File: config.mk
export PLATFORM = sky130hd
export DESIGN_NAME = adcsci_top
export DESIGN_NICKNAME = d
export VERILOG_FILES = /design/src/adcsci_pkg.sv /design/src/adcsci_top.sv /design/src/adcsci_fifo.sv
export VERILOG_INCLUDE_DIRS = /design/src
export SDC_FILE = /design/constraint.sdc
export NUM_CORES = 1
export LEC_CHECK = 0
export BUFFER_PORTS_ARGS = -buffer_cell sky130_fd_sc_hd__buf_2
export CAP_MARGIN = 20
export CORE_MARGIN = 2
export CORE_UTILIZATION = 40
export CTS_BUF_LIST = sky130_fd_sc_hd__clkbuf_4 sky130_fd_sc_hd__clkbuf_8
export DETAILED_ROUTE_END_ITERATION = 10
export PLACE_DENSITY_LB_ADDON = 0.05
export SLEW_MARGIN = 25
export SYNTH_ARGS = -nofsm -noshare
export SYNTH_HDL_FRONTEND = slang
export SYNTH_SLANG_ARGS = --single-unit
File: constraint.sdc
create_clock -name i_clock -period 2.75 [get_ports i_clock]
set_input_delay 0 -clock i_clock [delete_from_list [all_inputs] [get_ports i_clock]]
set_output_delay 0 -clock i_clock [all_outputs]
set_load 0.005 [all_outputs]
File: src/adcsci_params.svh
/*
 * constants of the serial command interface: word field positions,
 * reset values and start-bit thresholds.
 * assumes inclusion by bare name from every file that needs them.
 */
`ifndef ADCSCI_PARAMS_SVH
`define ADCSCI_PARAMS_SVH

// input word field positions
`define ADCSCI_CHAN_HI 6
`define ADCSCI_CHAN_LO 4
`define ADCSCI_DIFF_BIT 3
`define ADCSCI_RANGE_HI 2
`define ADCSCI_RANGE_LO 0
`define ADCSCI_MODE_HI 6
`define ADCSCI_MODE_LO 4

// word sizes and counts
`define ADCSCI_RESULT_BITS 5'h10
`define ADCSCI_CMD_TAIL_BITS 3'h7
`define ADCSCI_NUM_CHAN 8
`define ADCSCI_FIFO_DEPTH 32

// reset values: external clock method, single-ended bipolar full reference
`define ADCSCI_MODE_RESET 8'h88
`define ADCSCI_RANGE_RESET 3'h7
`define ADCSCI_RANGE_NONE 3'h0
`define ADCSCI_MODE_TAIL 4'h8

// result bits that must have left before an early start bit is taken
`define ADCSCI_THR_EXT_CLOCK 5'h0d
`define ADCSCI_THR_EXT_ACQ 5'h09
`define ADCSCI_THR_INT_CLOCK 5'h0c

`endif

File: src/adcsci_pkg.sv
/*
 * types of the serial command interface.
 * assumes nothing beyond the constants header.
 */
package adcsci_pkg;

    // mode field values
    typedef enum logic [2:0] {
        ADCSCI_M_EXT_CLOCK = 3'h0,
        ADCSCI_M_EXT_ACQ = 3'h1,
        ADCSCI_M_INT_CLOCK = 3'h2,
        ADCSCI_M_RSVD3 = 3'h3,
        ADCSCI_M_RESET = 3'h4,
        ADCSCI_M_RSVD5 = 3'h5,
        ADCSCI_M_PART_DOWN = 3'h6,
        ADCSCI_M_FULL_DOWN = 3'h7
    } adcsci_mode_t;

    // command receiver states, gray along idle, collect, decode
    typedef enum logic [1:0] {
        ADCSCI_ST_IDLE = 2'h0,
        ADCSCI_ST_COLLECT = 2'h1,
        ADCSCI_ST_DECODE = 2'h3
    } adcsci_state_t;

    // stored per-input configuration
    typedef struct packed {
        logic diff_single_select;
        logic [2:0] range_code;
    } adcsci_cfg_t;

    // conversion request handed to the analog core
    typedef struct packed {
        logic [2:0] channel;
        adcsci_cfg_t cfg;
        adcsci_mode_t method;
    } adcsci_conv_req_t;

endpackage : adcsci_pkg

File: src/adcsci_top.sv
/*
 * serial command and result interface of a 16-bit converter: start-bit
 * recognition, word decoding, per-input configuration storage, mode register,
 * result shifting and the conversion-done strobe.
 * assumes the serial pins arrive asynchronously and are sampled by i_clock,
 * which runs many times faster than the serial clock; the analog core sits
 * on i_clock and answers each request with one result word.
 */
`include "adcsci_params.svh"
`timescale 1ns/100ps
module adcsci_top (
    input wire logic i_clock,
    input wire logic i_rst,
    input wire logic i_ce,
    input wire logic i_cs_n,
    input wire logic i_sclk,
    input wire logic i_din,
    output logic o_dout,
    output logic o_dout_oe,
    output logic o_conversion_done_strobe,
    output logic o_conv_valid,
    output adcsci_pkg::adcsci_conv_req_t o_conv_req,
    input wire logic i_result_valid,
    output logic o_result_ready,
    input wire logic [15:0] i_result_data,
    output logic [7:0] o_mode_reg,
    output logic o_busy
);
    // pin synchronisers, two stages each, then an edge history stage
    logic cs_n_meta_reg;
    logic cs_n_sync_reg;
    logic sclk_meta_reg;
    logic sclk_sync_reg;
    logic sclk_prev_reg;
    logic din_meta_reg;
    logic din_sync_reg;

    // serial clock edges seen while selected
    logic sclk_rise;
    logic sclk_fall;

    // command receiver
    adcsci_pkg::adcsci_state_t state_reg;  // receiver state
    logic [6:0] cmd_shift_reg;  // bits after the start bit
    logic [2:0] cmd_count_reg;  // bits still to collect
    logic start_ok;  // a start bit may be taken now
    logic start_take;  // start bit captured this cycle

    // decoded fields of the collected word
    logic [2:0] word_chan;
    logic word_diff;
    logic [2:0] word_range;
    logic [2:0] word_tail_mode;
    logic cfg_write;
    logic conv_start;
    logic mode_write;
    logic mode_reset;

    // stored configuration, one entry per input
    adcsci_pkg::adcsci_cfg_t cfg_reg [`ADCSCI_NUM_CHAN];
    logic [7:0] mode_reg;  // mode-control register
    adcsci_pkg::adcsci_mode_t method;  // mode field of the register

    // conversion and result path
    logic busy_reg;  // request issued, result not yet in
    logic conv_valid_reg;
    adcsci_pkg::adcsci_conv_req_t conv_req_reg;
    logic fifo_in_ready;
    logic fifo_out_valid;
    logic [15:0] fifo_out_data;
    logic shift_load;  // move a result into the shifter
    logic have_data_reg;  // shifter holds unsent bits
    logic [15:0] out_shift_reg;  // result being sent
    logic [4:0] sent_count_reg;  // result bits already sent
    logic [4:0] early_thr;  // bits needed for an early start
    logic dout_reg;
    logic dout_oe_reg;
    logic strobe_reg;

    assign method = adcsci_pkg::adcsci_mode_t'(mode_reg[`ADCSCI_MODE_HI:`ADCSCI_MODE_LO]);

    // synchronise chip select, serial clock and data in
    always_ff @(posedge i_clock or posedge i_rst) begin
        if (i_rst) begin
            cs_n_meta_reg <= 1'b1;
            cs_n_sync_reg <= 1'b1;
            sclk_meta_reg <= 1'b0;
            sclk_sync_reg <= 1'b0;
            sclk_prev_reg <= 1'b0;
            din_meta_reg <= 1'b0;
            din_sync_reg <= 1'b0;
        end else if (i_ce) begin
            cs_n_meta_reg <= i_cs_n;
            cs_n_sync_reg <= cs_n_meta_reg;
            sclk_meta_reg <= i_sclk;
            sclk_sync_reg <= sclk_meta_reg;
            sclk_prev_reg <= sclk_sync_reg;
            din_meta_reg <= i_din;
            din_sync_reg <= din_meta_reg;
        end
    end

    // edges count only while selected; deselected activity is ignored
    assign sclk_rise = sclk_sync_reg && !sclk_prev_reg && !cs_n_sync_reg;
    assign sclk_fall = !sclk_sync_reg && sclk_prev_reg && !cs_n_sync_reg;

    // bits of the previous result that must be gone before an early start
    always_comb begin
        unique case (method)
            adcsci_pkg::ADCSCI_M_EXT_CLOCK: early_thr = `ADCSCI_THR_EXT_CLOCK;
            adcsci_pkg::ADCSCI_M_EXT_ACQ: early_thr = `ADCSCI_THR_EXT_ACQ;
            adcsci_pkg::ADCSCI_M_INT_CLOCK: early_thr = `ADCSCI_THR_INT_CLOCK;
            default: early_thr = `ADCSCI_RESULT_BITS;
        endcase
    end

    // idle and drained, or far enough into the previous result
    assign start_ok = (!busy_reg && !have_data_reg) ||
                      (have_data_reg && sent_count_reg >= early_thr);
    assign start_take = (state_reg == adcsci_pkg::ADCSCI_ST_IDLE) && sclk_rise &&
                        din_sync_reg && start_ok;

    // receiver: wait for start, collect seven bits, decode
    always_ff @(posedge i_clock or posedge i_rst) begin
        if (i_rst) begin
            state_reg <= adcsci_pkg::ADCSCI_ST_IDLE;
            cmd_shift_reg <= 7'h00;
            cmd_count_reg <= 3'h0;
        end else if (i_ce) begin
            unique case (state_reg)
                adcsci_pkg::ADCSCI_ST_IDLE: begin
                    // first high bit under chip select opens a word
                    if (start_take) begin
                        state_reg <= adcsci_pkg::ADCSCI_ST_COLLECT;
                        cmd_count_reg <= `ADCSCI_CMD_TAIL_BITS;
                    end
                end
                adcsci_pkg::ADCSCI_ST_COLLECT: begin
                    // a word cut short by chip select is dropped
                    if (cs_n_sync_reg) begin
                        state_reg <= adcsci_pkg::ADCSCI_ST_IDLE;
                    end else if (sclk_rise) begin
                        cmd_shift_reg <= {cmd_shift_reg[5:0], din_sync_reg};
                        cmd_count_reg <= cmd_count_reg - 3'h1;
                        if (cmd_count_reg == 3'h1) begin
                            state_reg <= adcsci_pkg::ADCSCI_ST_DECODE;
                        end
                    end
                end
                adcsci_pkg::ADCSCI_ST_DECODE: begin
                    // one cycle to act on the word
                    state_reg <= adcsci_pkg::ADCSCI_ST_IDLE;
                end
                default: begin
                    state_reg <= adcsci_pkg::ADCSCI_ST_IDLE;
                end
            endcase
        end
    end

    // field split of the word {start, cmd_shift_reg}
    assign word_chan = cmd_shift_reg[`ADCSCI_CHAN_HI:`ADCSCI_CHAN_LO];
    assign word_diff = cmd_shift_reg[`ADCSCI_DIFF_BIT];
    assign word_range = cmd_shift_reg[`ADCSCI_RANGE_HI:`ADCSCI_RANGE_LO];
    assign word_tail_mode = cmd_shift_reg[`ADCSCI_MODE_HI:`ADCSCI_MODE_LO];

    // word type: nonzero range configures, zero range starts or sets mode
    always_comb begin
        cfg_write = 1'b0;
        conv_start = 1'b0;
        mode_write = 1'b0;
        mode_reset = 1'b0;
        if (state_reg == adcsci_pkg::ADCSCI_ST_DECODE) begin
            if (word_range != `ADCSCI_RANGE_NONE) begin
                // reserved differential codes leave the entry alone
                if (!word_diff || word_range == 3'h1 || word_range == 3'h4 ||
                    word_range == 3'h7) begin
                    cfg_write = 1'b1;
                end
            end else if (!word_diff) begin
                conv_start = 1'b1;
            end else begin
                // mode word; reserved fields change nothing
                unique case (adcsci_pkg::adcsci_mode_t'(word_tail_mode))
                    adcsci_pkg::ADCSCI_M_RESET: mode_reset = 1'b1;
                    adcsci_pkg::ADCSCI_M_RSVD3, adcsci_pkg::ADCSCI_M_RSVD5: mode_write = 1'b0;
                    default: mode_write = 1'b1;
                endcase
            end
        end
    end

    // per-input configuration entries
    generate
        for (genvar ch = 0; ch < `ADCSCI_NUM_CHAN; ch++) begin : g_cfg
            always_ff @(posedge i_clock or posedge i_rst) begin
                if (i_rst) begin
                    cfg_reg[ch] <= '{diff_single_select: 1'b0, range_code: `ADCSCI_RANGE_RESET};
                end else if (i_ce) begin
                    if (mode_reset) begin
                        // reset word restores single-ended full bipolar
                        cfg_reg[ch] <= '{diff_single_select: 1'b0, range_code: `ADCSCI_RANGE_RESET};
                    end else if (cfg_write && word_chan == 3'(ch)) begin
                        cfg_reg[ch] <= '{diff_single_select: word_diff, range_code: word_range};
                    end
                end
            end
        end
    endgenerate

    // mode-control register: method and power state
    always_ff @(posedge i_clock or posedge i_rst) begin
        if (i_rst) begin
            mode_reg <= `ADCSCI_MODE_RESET;
        end else if (i_ce) begin
            if (mode_reset) begin
                mode_reg <= `ADCSCI_MODE_RESET;
            end else if (mode_write) begin
                mode_reg <= {1'b1, word_tail_mode, `ADCSCI_MODE_TAIL};
            end
        end
    end

    // conversion request: stored entry of the addressed (positive) input
    always_ff @(posedge i_clock or posedge i_rst) begin
        if (i_rst) begin
            conv_valid_reg <= 1'b0;
            conv_req_reg <= '0;
            busy_reg <= 1'b0;
        end else if (i_ce) begin
            conv_valid_reg <= conv_start;
            if (conv_start) begin
                conv_req_reg <= '{channel: word_chan, cfg: cfg_reg[word_chan], method: method};
            end
            // the result entering the FIFO ends the conversion
            if (conv_start) begin
                busy_reg <= 1'b1;
            end else if (i_result_valid && fifo_in_ready) begin
                busy_reg <= 1'b0;
            end
        end
    end

    // results wait here until the shifter is free
    adcsci_fifo #(
        .WIDTH(16),
        .DEPTH(`ADCSCI_FIFO_DEPTH)
    ) u_fifo (
        .i_clock(i_clock),
        .i_rst(i_rst),
        .i_ce(i_ce),
        .i_in_valid(i_result_valid),
        .o_in_ready(fifo_in_ready),
        .i_in_data(i_result_data),
        .o_out_valid(fifo_out_valid),
        .i_out_ready(shift_load),
        .o_out_data(fifo_out_data)
    );

    // the shifter takes a new word once the previous one is gone
    assign shift_load = fifo_out_valid && !have_data_reg;

    // result shifter: MSB first, one bit per falling edge
    always_ff @(posedge i_clock or posedge i_rst) begin
        if (i_rst) begin
            out_shift_reg <= 16'h0000;
            sent_count_reg <= 5'h00;
            have_data_reg <= 1'b0;
            dout_reg <= 1'b0;
        end else if (i_ce) begin
            if (shift_load) begin
                out_shift_reg <= fifo_out_data;
                sent_count_reg <= 5'h00;
                have_data_reg <= 1'b1;
            end else if (sclk_fall && have_data_reg) begin
                dout_reg <= out_shift_reg[15];
                out_shift_reg <= {out_shift_reg[14:0], 1'b0};
                sent_count_reg <= sent_count_reg + 5'h01;
                if (sent_count_reg == `ADCSCI_RESULT_BITS - 5'h01) begin
                    have_data_reg <= 1'b0;
                end
            end else if (sclk_fall) begin
                // nothing to send: the line reads low
                dout_reg <= 1'b0;
            end
        end
    end

    // output enable follows synchronised chip select
    always_ff @(posedge i_clock or posedge i_rst) begin
        if (i_rst) begin
            dout_oe_reg <= 1'b0;
        end else if (i_ce) begin
            dout_oe_reg <= !cs_n_sync_reg;
        end
    end

    // done strobe: driven at all times, rises with a ready result except in the external clock method, where it is held low
    always_ff @(posedge i_clock or posedge i_rst) begin
        if (i_rst) begin
            strobe_reg <= 1'b0;
        end else if (i_ce) begin
            if (method == adcsci_pkg::ADCSCI_M_EXT_CLOCK) begin
                strobe_reg <= 1'b0;
            end else if (shift_load) begin
                // a ready result wins over a start bit in the same cycle
                strobe_reg <= 1'b1;
            end else if (start_take) begin
                strobe_reg <= 1'b0;
            end
        end
    end

    assign o_dout = dout_reg;
    assign o_dout_oe = dout_oe_reg;
    assign o_conversion_done_strobe = strobe_reg;
    assign o_conv_valid = conv_valid_reg;
    assign o_conv_req = conv_req_reg;
    assign o_result_ready = fifo_in_ready;
    assign o_mode_reg = mode_reg;
    assign o_busy = busy_reg;

endmodule : adcsci_top

File: src/adcsci_fifo.sv
/*
 * result FIFO between the analog core and the output shifter.
 * assumes one clock, synchronous use, and a clock enable that freezes it.
 */
`timescale 1ns/100ps
module adcsci_fifo #(
    parameter int WIDTH = 16,
    parameter int DEPTH = 32
) (
    input wire logic i_clock,
    input wire logic i_rst,
    input wire logic i_ce,
    input wire logic i_in_valid,
    output logic o_in_ready,
    input wire logic [WIDTH-1:0] i_in_data,
    output logic o_out_valid,
    input wire logic i_out_ready,
    output logic [WIDTH-1:0] o_out_data
);
    localparam int AW = $clog2(DEPTH);
    localparam int CW = $clog2(DEPTH + 1);

    logic [WIDTH-1:0] mem [DEPTH];  // storage words
    logic [AW-1:0] wr_ptr_reg;  // write index
    logic [AW-1:0] rd_ptr_reg;  // read index
    logic [CW-1:0] count_reg;  // words held
    logic [CW-1:0] count_next;
    logic in_ready_reg;  // registered not-full
    logic push;
    logic pop;

    assign push = i_ce && i_in_valid && in_ready_reg;
    assign pop = i_ce && o_out_valid && i_out_ready;
    assign o_in_ready = in_ready_reg;
    assign o_out_valid = (count_reg != '0);
    assign o_out_data = mem[rd_ptr_reg];

    // occupancy after this cycle's push and pop
    always_comb begin
        count_next = count_reg;
        if (push && !pop) begin
            count_next = count_reg + CW'(1);
        end else if (pop && !push) begin
            count_next = count_reg - CW'(1);
        end
    end

    // storage write
    always_ff @(posedge i_clock) begin
        if (push) begin
            mem[wr_ptr_reg] <= i_in_data;
        end
    end

    // pointers, count and ready
    always_ff @(posedge i_clock or posedge i_rst) begin
        if (i_rst) begin
            wr_ptr_reg <= '0;
            rd_ptr_reg <= '0;
            count_reg <= '0;
            in_ready_reg <= 1'b1;
        end else if (i_ce) begin
            if (push) begin
                wr_ptr_reg <= (wr_ptr_reg == AW'(DEPTH - 1)) ? '0 : wr_ptr_reg + AW'(1);
            end
            if (pop) begin
                rd_ptr_reg <= (rd_ptr_reg == AW'(DEPTH - 1)) ? '0 : rd_ptr_reg + AW'(1);
            end
            count_reg <= count_next;
            in_ready_reg <= (count_next < CW'(DEPTH));
        end
    end

endmodule : adcsci_fifo

==> flow_metrics.tcl <==
set metrics [dict create \
    status "completed" \
    synth_seq_area_share_pct 72.6 \
    clock_latency_at_the_later_pin_of_the_worst_skew_pair_ps 700 \
    tns_ps 0 \
    timing.critical_path.required_ps 3340 \
    drv_slew 0 \
    min-delay-start "i_ce" \
    timing.reg2reg.worst_path_depth 7 \
    gr-total-overflow 0 \
    rsz0062_at_grt "false" \
    synth_cell_type_count 62 \
    final_min_period_over_clock_period_pct 92.1 \
    ys_warn_count 0 \
    placement_rows 91 \
    synth-main-ff-cell "sky130_fd_sc_hd__edfxtp_1" \
    die_area_sq_mm 0.0644 \
    regToRegSetupSlack_ps 220 \
    antenna_left 0 \
    worstPathBufferInverterCount 2 \
    grt_start_max_net_pins 66 \
    max_frequency_mhz 395 \
    timing.critical_path.from_type "flop" \
    cts.htree.levels 3 \
    post-route-min-period_ps 2530 \
    ys_async_sr_fraction_pct 17.4 \
    timing.rr.end "out_shift_reg[14]" \
    final_hpwl_from_detailed_placement_um 38700 \
    max_cap_violations 0 \
    buffer_ports.inserted 41 \
    p_per_area_mw_per_mm2 662 \
    cts.clk_slew.worst_paths_ps 60 \
    delay_contributed_by_the_slowest_stage_of_the_critical_path_ps 570 \
    path_delay_family "compound AO/OA/AOI/OAI gates" \
    nets 1639 \
    worstHoldEndpoint "u_fifo.o_in_ready" \
    vias 13628 \
    cp-end-kind "flop" \
    combinational_family_with_the_most_area_after_synthesis "multiplexers" \
    final_layout_size_suffix_gt1_share_pct 29.9 \
    timing.critical_path.arrival_ps 3120 \
    fp.dieH_um 254 \
    ys_ff_latch 620 \
    ir_drop_mv 0.403 \
    synth_simple_gate_area_share_pct 4.01 \
    tritoncts "yes" \
    routed_wl_um 65100 \
    detail_route.vias_per_cell 5.43 \
    setup_viol 0 \
    globalRouteTotalUtil_pct 20.7 \
    clock_sink_count 620 \
    yosys-mux-area-fraction_pct 13.3 \
    max_slew.worst_pin.slew_ps 803 \
    synth-adder-area-share_pct 1.00 \
    worstPathMaxFanout 17 \
    r2r_start "u_fifo.rd_ptr_reg[0]" \
    deepest_clock_path_buffer_count 3 \
    synth_commonest_cells "sky130_fd_sc_hd__edfxtp_1, sky130_fd_sc_hd__mux4_2, sky130_fd_sc_hd__nor2_1" \
    grt_first_pass_wirelength_um 95500 \
    floorplan.die.width_um 254 \
    syn-mean-instance-area_sq_um 17.9 \
    floorplan.core_area_sq_mm 0.0617 \
    finalHoldViolCount 0 \
    grt_pass1_vias 14152 \
    post_synthesis_xor_xnor_area_fraction_pct 0.211 \
    io_pins 47 \
    routedWlPerCell_um 25.9 \
    clock_buffer_count_from_cts 103 \
    max_slew_margin_pct 46.5 \
    post-synth-top-area-cell "sky130_fd_sc_hd__edfxtp_1" \
    initial_core_utilization_pct 40.4 \
    timing.setup.critical_path_class "flop to flop" \
    synth_compound_area_share_pct 6.68 \
    synth_top_area_share_pct 61.6 \
    worstHoldPathCells 3 \
    largest_register_ffs 512 \
    synth_enable_flop_cells 512 \
    drcViolationCount 0 \
    critical_path.cell_chain "buf_12 > mux4_1 > a22o_1 > a2111oi_2 > buf_4 > a211oi_1 > a221o_1" \
    finalClockSkew_ps 36.2 \
    total_leakage_power_nw 9.78 \
    drt_pre_antenna_iters 5 \
    critical-path-slowest-cell "sky130_fd_sc_hd__mux4_1" \
    final_worst_hold_slack_ps 181 \
    worst_hold_path_type "input pin to flop" \
    area.growth.synth_to_final_pct 16.4 \
    yosys.cell_count.top_type "sky130_fd_sc_hd__edfxtp_1" \
    drtIter0Drc 967 \
    ys_top_cells_by_area "sky130_fd_sc_hd__edfxtp_1, sky130_fd_sc_hd__mux4_2, sky130_fd_sc_hd__dfrtp_1" \
    antenna_found_initial 1 \
    postSynthCellCount 1390 \
    post_synth_instance_area_sq_mm 0.0250 \
    place.gp.congestion 0.779 \
    cts_root_buffer "sky130_fd_sc_hd__clkbuf_8" \
]
## layout by cell type (no fill, tap or decap), types with 11 or more instances in the layout
cell,n
sky130_fd_sc_hd__a22o_1,16
sky130_fd_sc_hd__nor2_2,15
sky130_fd_sc_hd__a211oi_1,19
sky130_fd_sc_hd__o22a_1,12
sky130_fd_sc_hd__mux2_2,16
sky130_fd_sc_hd__buf_4,103
sky130_fd_sc_hd__dfstp_2,27
sky130_fd_sc_hd__a22oi_1,16
sky130_fd_sc_hd__edfxtp_1,512
sky130_fd_sc_hd__buf_12,11
sky130_fd_sc_hd__mux2i_1,69
sky130_fd_sc_hd__buf_2,41
sky130_fd_sc_hd__a221o_1,15
sky130_fd_sc_hd__clkbuf_4,45
sky130_fd_sc_hd__nand3_1,15
sky130_fd_sc_hd__a21oi_1,38
sky130_fd_sc_hd__ha_1,20
sky130_fd_sc_hd__nand2b_1,13
sky130_fd_sc_hd__clkinv_1,21
sky130_fd_sc_hd__nand2_1,50
sky130_fd_sc_hd__o21ai_0,34
sky130_fd_sc_hd__o221ai_1,16
sky130_fd_sc_hd__dfrtp_1,78
sky130_fd_sc_hd__clkbuf_8,104
sky130_fd_sc_hd__dlygate4sd3_1,26
sky130_fd_sc_hd__mux4_2,99
sky130_fd_sc_hd__nor2_1,68
sky130_fd_sc_hd__inv_1,26
sky130_fd_sc_hd__a2111oi_2,13
sky130_fd_sc_hd__o22ai_1,19
## area by class of cell
cell class / instances / area (sq um)
multi-input combinational: 660 / 6360
clock buffer: 149 / 1770
clock inverter: 31 / 168
tap: 837 / 1050
antenna: 1 / 2.50
timing repair buffer: 181 / 1460
fill: 5388 / 32700
sequential: 620 / 18100
inverter: 30 / 116
## cell families (layout without fill, tap and decap cells)
group | after synthesis | after routing
adder cells (fa/ha/maj) | 20 | 20
AND/OR/NAND/NOR | 212 | 212
buffers and inverters | 113 | 391
XOR/XNOR | 6 | 6
AO/OA/AOI/OAI | 225 | 225
flip-flops | 620 | 620
multiplexers | 192 | 192
other | 2 | 6
## worst max path at each step
stage                    startpoint  depth (start not counted)                   to  slack [ps]
2_1_floorplan   u_fifo.count_reg[0]                         13  u_fifo.count_reg[5]           7
3_3_place_gp    u_fifo.count_reg[1]                         11  u_fifo.count_reg[5]         170
3_5_place_dp    u_fifo.count_reg[1]                         11  u_fifo.count_reg[5]         150
4_1_cts         u_fifo.count_reg[1]                         11  u_fifo.count_reg[5]         130
5_1_grt         u_fifo.count_reg[1]                         11    u_fifo.o_in_ready          20
6_report       u_fifo.rd_ptr_reg[0]                          7    out_shift_reg[14]         220
## where the power goes
part	total, mW	leakage [nW]	internal [mW]	switching [mW]
sequential	10.6	5.94	10.4	0.148
combinational	0.838	2.80	0.288	0.550
clock	7.82	1.04	4.19	3.63
## routing by layer
layer / GRT usage, % / vias up / routed length (um)
li1: - / 6021 / -
met1: 28.8 / 7198 / 29800
met2: 33.7 / 303 / 31300
met3: 3.42 / 106 / 2370
met4: 6.07 / 0 / 1550
met5: 0 / - / 0
## worst min-delay path: stages
cell and delay [ps]:
sky130_fd_sc_hd__dlygate4sd3_1 530, sky130_fd_sc_hd__buf_2 230, sky130_fd_sc_hd__a21oi_1 90
## timing repair
| action | in CTS | in global routing |
|---|---|---|
| hold buffers | 26 | 0 |
| setup endpoints to repair | 0 | 2 |
| endpoints found under the hold margin | 624 | 0 |
| buffers inserted | 0 | 0 |
| gates resized for setup | 0 | 2 |
## through the flow
stage	utilization [%]	worst slack [ps]	instance area [sq um]	total power, mW	instances
final	47.1	217	29000	19.2	2509
after global routing	47.1	15.1	29000	20.0	2509
after CTS	47.0	129	29000	19.5	2508
after detailed placement	43.5	147	26800	11.6	2302
after global placement	43.5	171	26800	11.6	2302
after floorplan	-	6.57	25000	11.1	1393
Note: power is estimated with default switching activity, not from simulation.
